$ cat config.mk
export PLATFORM = sky130hd
export DESIGN_NAME = itt_top
export DESIGN_NICKNAME = d
export VERILOG_FILES = /design/src/verilog/itt_pkg.sv /design/src/verilog/itt_top.sv
export VERILOG_INCLUDE_DIRS = /design/src /design/src/verilog
export SDC_FILE = /design/constraint.sdc
export NUM_CORES = 1
export LEC_CHECK = 0
export BUFFER_PORTS_ARGS = -buffer_cell sky130_fd_sc_hd__buf_2
export CORE_AREA = 4 4 98 100
export DETAILED_ROUTE_END_ITERATION = 16
export DIE_AREA = 0 0 102 104
export GPL_TIMING_DRIVEN = 0
export MAX_ROUTING_LAYER = met4
export SLEW_MARGIN = 20
export SYNTH_ARGS = -nofsm -noshare
export SYNTH_HDL_FRONTEND = slang
export SYNTH_SLANG_ARGS = --single-unit
$ cat constraint.sdc
create_clock -name core_clk -period 2.5 [get_ports core_clk]
set_input_delay 0.125 -clock core_clk [delete_from_list [all_inputs] [get_ports core_clk]]
set_output_delay 0.125 -clock core_clk [all_outputs]
set_load 0.05 [all_outputs]
$ cat src/verilog/itt_defines.svh
// Constants for the interval and time-base timer: register indices, field positions, reset values.
// Assumes an APB slave with 32-bit data; each register index maps to byte address index * 4.
//
// What this block does
// - Mode bits 7..5 pick system clock /32,/16,/8,/4 or watch clock /32,/16,/8,/4
// - System-derived output only in active/sleep; watch-derived also in subactive
// - Mode bit 4 is reserved, always reads one, writes ignored
// - Mode bit 3 zero: count system prescaler /8192,/4096,/2048,/512,/256,/128,/32,/8
// - Mode bits 3..2 = 10: count watch prescaler, overflow 1, 0.5, 0.25, 0.03125 s
// - Mode bits 3..2 = 11 clears counter and watch prescaler to zero
// - Counter is 8-bit up-counter, read-only, resets to zero, writes ignored
// - Counter readable in active mode; subactive read gives no valid count
// - Wrap from FF to 00 sets overflow flag; interrupt only when enabled
// - Interval mode keeps counting after wrap: overflow every 256 input clocks
// - After reset mode reads 0x10, counter zero, interval /8192 counting at once
// - Divided clock reaches its pin only while the output-enable bit is one
// - Interval counting runs in active/sleep, halts elsewhere, cleared by reset
// - Time-base counting runs in all modes except standby
// - Watch clock count edges pass a synchronizer into the system clock domain
// - Watch clock input is the 32.768 kHz oscillator feeding the time base
`ifndef ITT_DEFINES_SVH
`define ITT_DEFINES_SVH

// ----------------------------------------------------------------
// Register indices (byte address = index * 4)
// ----------------------------------------------------------------
`define ITT_IDX_MODE     16'hffb0
`define ITT_IDX_COUNT    16'hffb1
`define ITT_IDX_STATUS   16'hffb8
`define ITT_IDX_IRQ_EN   16'hffb9
`define ITT_IDX_PORT     16'hffba

// ----------------------------------------------------------------
// Fields and reset values
// ----------------------------------------------------------------
`define ITT_MODE_RST     8'h10
`define ITT_MODE_RSVD    4
`define ITT_COUNT_RST    8'h00
`define ITT_COUNT_MAX    8'hff
`define ITT_FLAG_BIT     0
`define ITT_OUT_EN_BIT   0
`define ITT_OUT_TOP_BIT  3'h4

// ----------------------------------------------------------------
// Prescaler widths (log2 of largest division) and watch clock frequency
// ----------------------------------------------------------------
`define ITT_PSS_W        13
`define ITT_PSW_W        7
`define ITT_WATCH_HZ     32768

`endif

$ cat src/verilog/itt_pkg.sv
// Types for the interval and time-base timer.
// Assumes itt_defines.svh is on the include path.
`include "itt_defines.svh"

package itt_pkg;

  // Chip power state, driven by the power controller
  typedef enum logic [2:0] {
    ITT_PWR_ACTIVE    = 3'h0,
    ITT_PWR_SLEEP     = 3'h1,
    ITT_PWR_WATCH     = 3'h2,
    ITT_PWR_SUBACTIVE = 3'h3,
    ITT_PWR_SUBSLEEP  = 3'h4,
    ITT_PWR_STANDBY   = 3'h5
  } itt_pwr_t;

  typedef struct packed {
    logic [7:0]               mode;
    logic [7:0]               count;
    logic [`ITT_PSS_W-1:0]    system_prescaler;
    logic [`ITT_PSW_W-1:0]    watch_prescaler;
    logic                     ws1;
    logic                     ws2;
    logic                     ws3;
    logic                     ovf_flag;
    logic                     ovf_en;
    logic                     out_en;
    logic                     clk_out;
    logic                     irq;
    logic [31:0]              prdata;
    logic                     pready;
    logic                     pslverr;
  } itt_state_t;

endpackage : itt_pkg

$ cat src/verilog/itt_top.sv
// Interval and time-base timer with divided clock output, APB register slave.
// Assumes all inputs synchronous to core_clk except watch_clk, which is synchronized here.
`timescale 1ns/1ns
`include "itt_defines.svh"

module itt_top
(
  input  wire logic                core_clk,
  input  wire logic                arst_n,
  input  wire logic                psel,
  input  wire logic                penable,
  input  wire logic                pwrite,
  input  wire logic [17:0]         paddr,
  input  wire logic [31:0]         pwdata,
  output logic      [31:0]         prdata,
  output logic                     pready,
  output logic                     pslverr,
  input  wire itt_pkg::itt_pwr_t   pwr_mode,
  input  wire logic                watch_clk,
  output logic                     divided_clock_output,
  output logic                     irq
);

  // ----------------------------------------------------------------
  // Helpers
  // ----------------------------------------------------------------
  // True when the low n bits of v are all ones, i.e. the next increment carries out of them
  function automatic logic low_ones(input logic [12:0] v, input logic [3:0] n);
    logic [12:0] mask;
    mask = 13'((14'h0001 << n) - 14'h0001);
    return &(v | ~mask);
  endfunction : low_ones

  itt_pkg::itt_state_t st_q;
  itt_pkg::itt_state_t st_d;

  logic        pss_run;
  logic        psw_run;
  logic        out_w_ok;
  logic        wedge;
  logic        clear_tb;
  logic        tick;
  logic [3:0]  tap;
  logic [2:0]  oidx;
  logic        obit;
  logic        access;
  logic        wr;
  logic        addr_ok;
  logic [15:0] idx;
  logic        flag_set;
  logic        flag_clr;

  // ----------------------------------------------------------------
  // Next state
  // ----------------------------------------------------------------
  always_comb
  begin
    st_d     = st_q;
    tap      = 4'h0;
    tick     = 1'b0;
    flag_set = 1'b0;
    flag_clr = 1'b0;
    obit     = 1'b0;

    pss_run  = (pwr_mode == itt_pkg::ITT_PWR_ACTIVE) || (pwr_mode == itt_pkg::ITT_PWR_SLEEP);
    psw_run  = (pwr_mode != itt_pkg::ITT_PWR_STANDBY);
    out_w_ok = pss_run || (pwr_mode == itt_pkg::ITT_PWR_SUBACTIVE);

    // System prescaler free-runs only while the system clock is on
    if (pss_run)
    begin
      st_d.system_prescaler = st_q.system_prescaler + 13'h0001;
    end

    // Watch clock edges enter through two flops; the second and a third flop behind it feed the edge detect
    st_d.ws1 = watch_clk;
    st_d.ws2 = st_q.ws1;
    st_d.ws3 = st_q.ws2;
    wedge    = st_q.ws2 & ~st_q.ws3;

    clear_tb = (st_q.mode[3:2] == 2'b11);

    if (!st_q.mode[3])
    begin
      case (st_q.mode[2:0])
        3'h0:    tap = 4'hd;
        3'h1:    tap = 4'hc;
        3'h2:    tap = 4'hb;
        3'h3:    tap = 4'h9;
        3'h4:    tap = 4'h8;
        3'h5:    tap = 4'h7;
        3'h6:    tap = 4'h5;
        default: tap = 4'h3;
      endcase
      tick = pss_run && low_ones(st_q.system_prescaler, tap);
    end
    else if (!st_q.mode[2])
    begin
      // 256 Hz into the counter gives 1 s; shorter taps give the faster periods
      case (st_q.mode[1:0])
        2'h0:    tap = 4'h7;
        2'h1:    tap = 4'h6;
        2'h2:    tap = 4'h5;
        default: tap = 4'h2;
      endcase
      tick = psw_run && wedge && low_ones({6'h00, st_q.watch_prescaler}, tap);
    end

    if (clear_tb)
    begin
      st_d.watch_prescaler   = '0;
      st_d.count = `ITT_COUNT_RST;
    end
    else
    begin
      if (psw_run && wedge)
      begin
        st_d.watch_prescaler = st_q.watch_prescaler + 7'h01;
      end
      if (tick)
      begin
        st_d.count = st_q.count + 8'h01;
        flag_set   = (st_q.count == `ITT_COUNT_MAX);
      end
    end

    // Divided clock output; gated off when its source clock is stopped
    oidx = 3'(`ITT_OUT_TOP_BIT - {1'b0, st_q.mode[6:5]});
    if (!st_q.mode[7])
    begin
      obit = pss_run & st_q.system_prescaler[oidx];
    end
    else
    begin
      obit = out_w_ok & st_q.watch_prescaler[oidx];
    end
    st_d.clk_out = st_q.out_en & obit;

    // APB slave: one wait state, answer registered
    access       = psel && penable && !st_q.pready;
    wr           = access && pwrite;
    idx          = paddr[17:2];
    addr_ok      = (paddr[1:0] == 2'b00) &&
                   ((idx == `ITT_IDX_MODE) || (idx == `ITT_IDX_COUNT) || (idx == `ITT_IDX_STATUS) ||
                    (idx == `ITT_IDX_IRQ_EN) || (idx == `ITT_IDX_PORT));
    st_d.pready  = access;
    st_d.pslverr = access && !addr_ok;
    if (access && !pwrite)
    begin
      st_d.prdata = 32'h0000_0000;
      if (addr_ok)
      begin
        case (idx)
          `ITT_IDX_MODE:   st_d.prdata[7:0] = st_q.mode | 8'h10;
          `ITT_IDX_COUNT:  st_d.prdata[7:0] =
                             (pwr_mode == itt_pkg::ITT_PWR_SUBACTIVE) ? 8'h00 : st_q.count;
          `ITT_IDX_STATUS: st_d.prdata[`ITT_FLAG_BIT] = st_q.ovf_flag;
          `ITT_IDX_IRQ_EN: st_d.prdata[`ITT_FLAG_BIT] = st_q.ovf_en;
          default:         st_d.prdata[`ITT_OUT_EN_BIT] = st_q.out_en;
        endcase
      end
    end
    if (wr && addr_ok)
    begin
      case (idx)
        `ITT_IDX_MODE:   st_d.mode = {pwdata[7:5], 1'b1, pwdata[3:0]};
        `ITT_IDX_STATUS: flag_clr = pwdata[`ITT_FLAG_BIT];
        `ITT_IDX_IRQ_EN: st_d.ovf_en = pwdata[`ITT_FLAG_BIT];
        `ITT_IDX_PORT:   st_d.out_en = pwdata[`ITT_OUT_EN_BIT];
        default:         st_d.ovf_en = st_q.ovf_en;
      endcase
    end

    // Set wins over a same-cycle clear so no overflow is lost
    st_d.ovf_flag = (st_q.ovf_flag & ~flag_clr) | flag_set;
    st_d.irq      = st_d.ovf_flag & st_d.ovf_en;
  end

  // ----------------------------------------------------------------
  // State register
  // ----------------------------------------------------------------
  always_ff @(posedge core_clk or negedge arst_n)
  begin
    if (!arst_n)
    begin
      st_q       <= '0;
      st_q.mode  <= `ITT_MODE_RST;
      st_q.count <= `ITT_COUNT_RST;
    end
    else
    begin
      st_q <= st_d;
    end
  end

  assign prdata               = st_q.prdata;
  assign pready               = st_q.pready;
  assign pslverr              = st_q.pslverr;
  assign divided_clock_output = st_q.clk_out;
  assign irq                  = st_q.irq;

endmodule : itt_top

# Word-level counts from Yosys, hierarchy flattened
# Index checks and enable logic that the tools add are counted.
[word_totals]
regBits = 53
latch_bits = 0
ramBits = 0
mem_bits_ro = 0
inputBits = 59
output_inout_bits = 36
wordCells = 112
n_memories = 0
[op_classes]
add_sub_neg = 6
multipliers = 0
n_div = 0
order_cmp = 2
eq_ne = 18
shift = 2
n_mux = 27
bitwise_logic = 13
reduce_logical = 29
[op_table]
columns = ["cell", "n"]
rows = [
  ["== test 16 bit, second input constant", 5],
  ["two-way mux 8 bit", 4],
  ["case mux 4 bit (7 select lines)", 1],
  ["inverter 13 bit", 2],
  ["AND reduction 13 bit", 2],
  ["left shift 1 x 4 -> 13 bit, first input constant", 2],
  ["subtractor 13 x 1 -> 13 bit, second input constant", 2],
  ["two-way mux 7 bit", 2],
  ["case mux 7 bit (2 select lines)", 1],
  ["adder 13 x 1 -> 13 bit, second input constant", 1],
  ["OR 13 bit", 1],
  ["OR 7 x 13 -> 13 bit", 1],
  ["two-way mux 4 bit", 3],
  ["two-way mux 1 bit", 11],
  ["logical AND 1 bit", 10],
  ["== test 3 x 2 -> 1 bit, second input constant", 3],
  ["== test 3 bit, second input constant", 3],
  ["case mux 3 bit (3 select lines)", 1],
  ["adder 8 x 1 -> 8 bit, second input constant", 1],
  ["== test 8 bit, second input constant", 1],
  ["adder 7 x 1 -> 7 bit, second input constant", 1],
  ["bitwise AND 1 bit", 6],
  ["binary-select mux 1 bit (select 3 bit)", 2],
  ["== test 3 x 1 -> 1 bit, second input constant", 2],
  ["16 further kinds", 29],
]

# Logic depth before layout (Yosys ltp)
# Gate-level depths: netlist of the first run.
[depth]
word_depth = 16
depth_mapped = 7
mapped_depth_nobuf = 6

# Least setup slack after synthesis of the first run
# No wires, ideal clock.
[synth_timing]
path_type = "register -> register"
startpoint = "reg st_q[75] (netlist bit)"
endpoint = "reg st_q (netlist bit divided_clock_output)"
setup_time_ns = 0.120
t_arrival_ns = 2.127
required_ns = 2.380
path_slack_ns = 0.254
stages_incl_launch_ff = 7
n_path_buf = 1
synth_period_minus_slack_ns = 2.246
path_cell_list = "dfrtp_1 clkbuf_1 inv_1 ha_1 mux4_2 mux4_2 and3_1"
[synth_rtl]
columns = ["item", "line_no", "source"]
rows = [
  ["from (decl)", "itt_top.sv:34", "itt_pkg::itt_state_t st_q;"],
  ["from (signal assigned)", "itt_top.sv:192", "st_q <= st_d;"],
]

==> summary.txt, run 1 <==
Status
  • Status: completed

Placement
  • RePlAce Congestion: 0.8095
  • Port Buf Inserts: 44
  • DP Cell Count: between 400 and 500
  • Post-DP Area: roughly 3500 sq um
  • DPL Wire Length: roughly 4.9 mm
  • Pre-CTS WS: about 0.0025 ns

Power and ir drop
  • Total Power: slightly below 2 mW
  • Max IR drop VDD: 289.0 uV
  • Static leakage: roughly 1.7 nW
  • PD cells: approximately 540 nW/um^2

Floorplanning
  • DIE WIDTH: approximately 100 um
  • Top-level port count: 95
  • Initial Util: a little over a third
  • Row Count: 34
  • Full die area: about 11,000 sq um
  • Core area: a little under 9000 sq um
  • Die height: roughly 100 um

Logic synthesis
  • Synth top area share: between 40 and 50%
  • Post-synthesis adder-cell area fraction: between 2 and 2.5%
  • Synth Area in Compound Gates: roughly an eighth
  • Yosys reg bits: between 50 and 60
  • Multiplexer area fraction after synthesis: ~7.9%
  • Post-synthesis cell type count: between 50 and 60
  • Synth area leader: dfrtp_1
  • Cells after Synth: approximately 300
  • XOR/XNOR Fraction of Synth Area: roughly 4.9%
  • Post-synth ARST share: 100.0%
  • Mapped cell area: between 3000 and 4000 sq um
  • Synth cell count leaders: dfrtp_1, buf_4, nand2_1, o21ai_0, nand3_1
  • Largest family of logic cells by synthesized area: simple AND/OR/NAND/NOR gates
  • Simple-gate portion of the synthesized area: 19.58%
  • Main synth FF type: dfrtp_1
  • Sequential share of the synthesized area: between 40% and 50%
  • Post-Syn Area per Cell: between 10 and 15 sq um
  • Synth Warn #: 0
  • Most common cell in the netlist: dfrtp_1
  • Top post-synthesis cells by area: dfrtp_1, buf_4, mux2_2
  • EDFF count, synth: 0

Timing
  • Max Fclk: 424.4 MHz
  • Final Hold Fails: 0
  • Slew margin rel.: between 40% and 50%
  • Setup Viol. Count Final: 0
  • Hold_ws: between 0.05 and 0.06 ns
  • Max Slew Vio Count: 0
  • Post-route clock period utilization: around 94%
  • Crit path time final: roughly 2.4 ns
  • RSZ-0062 raised after global routing: no
  • Skew final: 0.01115 ns
  • Post-Route Setup TNS: 0 ns
  • Slew @ Worst Pin: between 0.7 and 0.8 ns
  • Final setup margin: about 0.14 ns

Worst setup path
  • Worst Path Class, Setup: register to register
  • FF-to-FF path depth: 5
  • CP Data Required Time: around 2.7 ns
  • Worst setup EP type: register
  • Worst Path Arrival: 2.55 ns
  • FF-to-FF Start: st_q[75]$_DFFE_PN0P_
  • Flop2flop setup slack: between 0.1 and 0.15 ns
  • Crit path max fanout: 8
  • Worst flop-to-flop path endpoint: divided_clock_output$_DFF_PN0_
  • Critical path startpoint category: register

Global route
  • Initial antenna violation count: 0
  • Largest net degree at the start of global routing: 54
  • Overflow after GRT: 0
  • Gr usage total: approximately 13%
  • Vias in the first global route: between 2,000 and 2,500
  • First-pass GRT wire length: about 11 mm

Cells and area
  • Final core occ: about two fifths
  • Post-route cell area: around 3600 sq um
  • Nets@finish: between 400 and 500
  • Cell Count, Final, Fillers Out: 481
  • Area Overhead vs Synth: 18.07%
  • Antenna diodes: 0
  • Proportion of layout cells with a drive suffix above 1: between 20% and 30%

Worst hold path
  • Min-Delay Endpoint: st_q[72]$_DFFE_PN0P_
  • Worst min path class: primary input to register
  • Critical hold path startpoint: pwdata[2]
  • Hold Path Stages: 2

Clock network
  • Clock sink count: 53
  • Htree depth: 2
  • Worst-Skew Late Latency: between 0.3 and 0.4 ns
  • CTS tree: built
  • Root buffer cell: clkbuf_8
  • Clock-pin slew on the worst setup and hold paths: ~0.1 ns
  • Number of buffers created by CTS: 5
  • Clock tree buffer depth: 2

Routing
  • Routed Antenna Nets: 0
  • Drt wl/cell: 13.28 um
  • DRT iter0 DRCs: 57
  • Vias: 2,369
  • Initial DRT Pass Iterations: 4
  • Routed vias/inst: roughly 4.9
  • DR DRC count: 0
  • Drt total wl: roughly 6.4 mm

Run
  • MaxCap Viol Count: 0
==> layout make-up <==
cell class / instances / area, sq um
inverter: 6 / 22.52
clock inverter: 3 / 22.52
sequential: 53 / 1326
multi-input combinational: 220 / 1514
buffer: 40 / 274.0
timing repair buffer: 46 / 242.7
clock buffer: 5 / 68.82
tap: 108 / 135.1
fill: 882 / 5072
==> layer usage <==
metal	part of all wire, %	wire length [um]	global-route usage (%)
met4	0.89	57	2.530
met1	47	3006	17.68
met5	0	0	-
met3	6.0	386	2.213
met2	46	2939	19.59
==> timing repair <==
| action | CTS | global route |
|---|---|---|
| hold endpoints to repair | 54 | 0 |
| setup endpoints to repair | 1 | 0 |
| buffers inserted | 0 | 0 |
| hold buffers | 2 | 0 |
| resized for setup | 0 | 0 |
==> cells by family after synthesis <==
group                      Yosys count
AOI/OAI and AO/OA                   54
xor gates and xnor gates            17
other                                1
muxes                               18
DFF                                 53
buffers and inverters               47
and+or+nand+nor                    101
adders and majority gates            6
==> state kept, by name (all words and copies together), names as in the netlist <==
signal and count:
divided_clock_output 1, irq 1, prdata 8, pready 1
pslverr 1, st_d 2, st_q 39
==> cell usage in the layout, fill, tap and decap left out, types with 5 or more instances in the layout <==
| cell type | netlist | routed |
|---|---|---|
| a21oi_1 | 12 | 12 |
| a32oi_1 | 6 | 6 |
| buf_2 | 0 | 43 |
| buf_4 | 33 | 34 |
| clkbuf_1 | 7 | 6 |
| clkbuf_8 | 0 | 5 |
| conb_1 | 1 | 24 |
| dfrtp_1 | 53 | 53 |
| ha_1 | 6 | 6 |
| inv_1 | 6 | 6 |
| mux2_2 | 10 | 10 |
| nand2_1 | 29 | 29 |
| nand3_1 | 14 | 14 |
| nand4_1 | 6 | 6 |
| nor2_1 | 12 | 12 |
| nor3_1 | 5 | 5 |
| o21ai_0 | 16 | 16 |
| xnor2_1 | 10 | 10 |
| xor2_1 | 7 | 7 |
==> worst max-delay path by stage <==
stage	start	to	slack [ns]
final	st_q[75]$_DFFE_PN0P_	divided_clock_output$_DFF_PN0_	0.14
after global routing	st_q[75]$_DFFE_PN0P_	divided_clock_output$_DFF_PN0_	0.03
after CTS	st_q[75]$_DFFE_PN0P_	divided_clock_output$_DFF_PN0_	0.13
after detailed placement	st_q[75]$_DFFE_PN0P_	divided_clock_output$_DFF_PN0_	0.002
after global placement	st_q[75]$_DFFE_PN0P_	divided_clock_output$_DFF_PN0_	0.006
after floorplan	st_q[75]$_DFFE_PN0P_	divided_clock_output$_DFF_PN0_	0.25
==> worst max-delay path: stages (launching register included) <==
cell	delay, ns
dfrtp_1	0.57
inv_1	0.08
ha_1	0.42
mux4_2	0.52
mux4_2	0.46
and3_1	0.19
==> power by group <==
part	switching [mW]	total [mW]	internal, mW
Combinational	0.215	0.396	0.181
Clock	0.285	0.485	0.199
Sequential	0.125	1.07	0.942
Power figures use the tool's default switching activity.
==> run 2, diff against run 1 <==
==> constraint.sdc (replaced) <==
create_clock -name core_clk -period 2.5 [get_ports core_clk]
set_input_delay 0.5 -clock core_clk [delete_from_list [all_inputs] [get_ports core_clk]]
set_output_delay 0.5 -clock core_clk [all_outputs]
set_load 0.05 [all_outputs]
==> summary.txt, run 2 (same netlist as run 1, synthesis figures left out) <==
Timing
  • Slew margin rel.: 47.15% (was 47.68%)
  • RSZ-0062 raised after global routing: no (unchanged)
  • Max Slew Vio Count: 0 (unchanged)
  • Skew final: 0.01011 ns (was 0.01115 ns)
  • Max Fclk: 423.8 MHz (was 424.4 MHz)
  • Slew @ Worst Pin: 0.7890 ns (was 0.7812 ns)
  • Post-route clock period utilization: 94.38% (was 94.25%)
  • Final setup margin: 0.1405 ns (was 0.1437 ns)
  • Final Hold Fails: 0 (unchanged)
  • Hold_ws: 0.2169 ns (was 0.05210 ns)
  • Crit path time final: 2.359 ns (was 2.356 ns)
  • Setup Viol. Count Final: 0 (unchanged)

Worst setup path
  • FF-to-FF Start: st_q[75]$_DFFE_PN0P_ (unchanged)
  • Worst Path Arrival: 2.55 ns (about the same)
  • Crit path max fanout: 8 (unchanged)
  • Critical path startpoint category: register (unchanged)
  • Worst Path Class, Setup: register to register (unchanged)
  • CP Data Required Time: 2.69 ns (about the same)
  • Worst setup startpoint: st_q[75]$_DFFE_PN0P_ (unchanged)
  • Worst setup EP type: register (unchanged)

Floorplanning
  • Initial Util: 35.19% (unchanged)
  • Row Count: 34 (unchanged)
  • Die height: 104 um (unchanged)
  • Top-level port count: 95 (unchanged)
  • Full die area: 10,610 sq um (unchanged)
  • DIE WIDTH: 102 um (unchanged)
  • Core area: 8678 sq um (unchanged)

Clock network
  • Clock-pin slew on the worst setup and hold paths: 0.10 ns (about the same)
  • Root buffer cell: clkbuf_8 (unchanged)
  • Clock sink count: 53 (unchanged)
  • Htree depth: 2 (unchanged)
  • CTS resizes: 0 (unchanged)
  • Worst-Skew Late Latency: 0.31 ns (about the same)
  • # hold bufs at CTS: 0 (was 2)
  • CTS tree: built (unchanged)
  • Number of buffers created by CTS: 5 (unchanged)
  • Clock tree buffer depth: 2 (unchanged)
  • Post-CTS setup buffers: 0 (unchanged)

Cells and area
  • Final core occ: 41.32% (was 41.55%)
  • Antenna diodes: 0 (unchanged)
  • Most frequent cells in the layout: dfrtp_1, buf_2, buf_4 (unchanged)
  • Commonest non-fill, non-tap cell in the layout: dfrtp_1 (unchanged)
  • Nets@finish: 435 (was 437)
  • Fillers: 884 (was 882)
  • Area Overhead vs Synth: 17.41% (was 18.07%)
  • Proportion of layout cells with a drive suffix above 1: 29.38% (was 29.22%)
  • Post-route cell area: 3586 sq um (was 3606 sq um)
  • Top reg by flops: st_q (unchanged)
  • Max FFs per register: 39 (unchanged)

Routing
  • Vias: 2,362 (was 2,369)
  • DRT iter0 DRCs: 63 (was 57)
  • Routed vias/inst: 4.931 (was 4.925)
  • Drt wl/cell: 13.31 um (was 13.28 um)
  • Routed Antenna Nets: 0 (unchanged)
  • Initial DRT Pass Iterations: 4 (unchanged)
  • DR DRC count: 0 (unchanged)
  • Drt total wl: 6.375 mm (was 6.390 mm)

Power and ir drop
  • Static leakage: 1.690 nW (was 1.699 nW)
  • Max IR drop VDD: 290.6 uV (was 289.0 uV)
  • Total Power: 1.947 mW (about the same)
  • PD cells: 543.0 nW/um^2 (was 539.9 nW/um^2)

Global route
  • Largest net degree at the start of global routing: 54 (unchanged)
  • Overflow after GRT: 0 (unchanged)
  • Initial antenna violation count: 0 (unchanged)
  • Gr usage total: 12.69% (was 12.71%)
  • Vias in the first global route: 2,242 (was 2,238)
  • First-pass GRT wire length: 10.76 mm (was 10.78 mm)

Placement
  • DPL Wire Length: 4.886 mm (unchanged)
  • RePlAce Congestion: 0.8095 (unchanged)
  • Post-DP Area: 3498 sq um (unchanged)
  • Port Buf Inserts: 44 (unchanged)
  • Pre-CTS WS: -0.1308 ns (was 0.002486 ns)

Worst hold path
  • Worst min path class: primary input to async pin (was primary input to register)

Status
  • Status: completed (unchanged)

Run
  • MaxCap Viol Count: 0 (unchanged)
-- run 2: layer usage --
layer | routed length, um | track usage, % | up-vias
li1 | - | - | 1181
met1 | 2974 | 17.59 | 1117
met2 | 2942 | 19.59 | 59
met3 | 400 | 2.213 | 5
met4 | 57 | 2.530 | 0
met5 | 0 | - | -
-- run 2: worst max-delay path: stages, from the launching register on --
cell and delay (ns):
dfrtp_1 0.57, inv_1 0.09, ha_1 0.42, mux4_2 0.52
mux4_2 0.46, and3_1 0.19
-- run 2: where the power goes --
| group | internal, mW | switching (mW) | leakage [nW] |
|---|---|---|---|
| clock | 0.199 | 0.288 | 0.0481 |
| combinational | 0.179 | 0.214 | 0.964 |
| sequential | 0.942 | 0.125 | 0.678 |
-- run 2: worst paths after layout --
path / endpoint / slack, ns / depth (start not counted)
worst min-delay path: st_q[47]$_DFFE_PN0P_ / 0.22 / 1
worst max-delay path: divided_clock_output$_DFF_PN0_ / 0.14 / 5
min in group core_clk: st_d[40]$_DFF_PN0_ / 0.30 / 1
worst max register to register: divided_clock_output$_DFF_PN0_ / 0.14 / 5
worst min register to register: st_d[39]$_DFF_PN0_ / 0.36 / 0
max in group asynchronous: st_q[58]$_DFFE_PN0P_ / 1.82 / 1
-- run 2: layout make-up --
cell class / instances / area [sq um] / area share (%)
clock inverters: 3 / 22.52 / 0.6281
plain buffers: 40 / 274.0 / 7.641
flip-flops and latches: 53 / 1326 / 36.99
clock buffers: 5 / 68.82 / 1.919
inverters: 6 / 22.52 / 0.6281
multi-input cells: 220 / 1514 / 42.22
well taps: 108 / 135.1 / 3.768
repair buffers: 44 / 222.7 / 6.211
-- run 2: metrics by stage --
step,cells,setup TNS (ns)
after floorplan,320,0
after global placement,472,-0.6319
after detailed placement,472,-0.8677
after CTS,479,0
after global routing,479,0
final,479,0
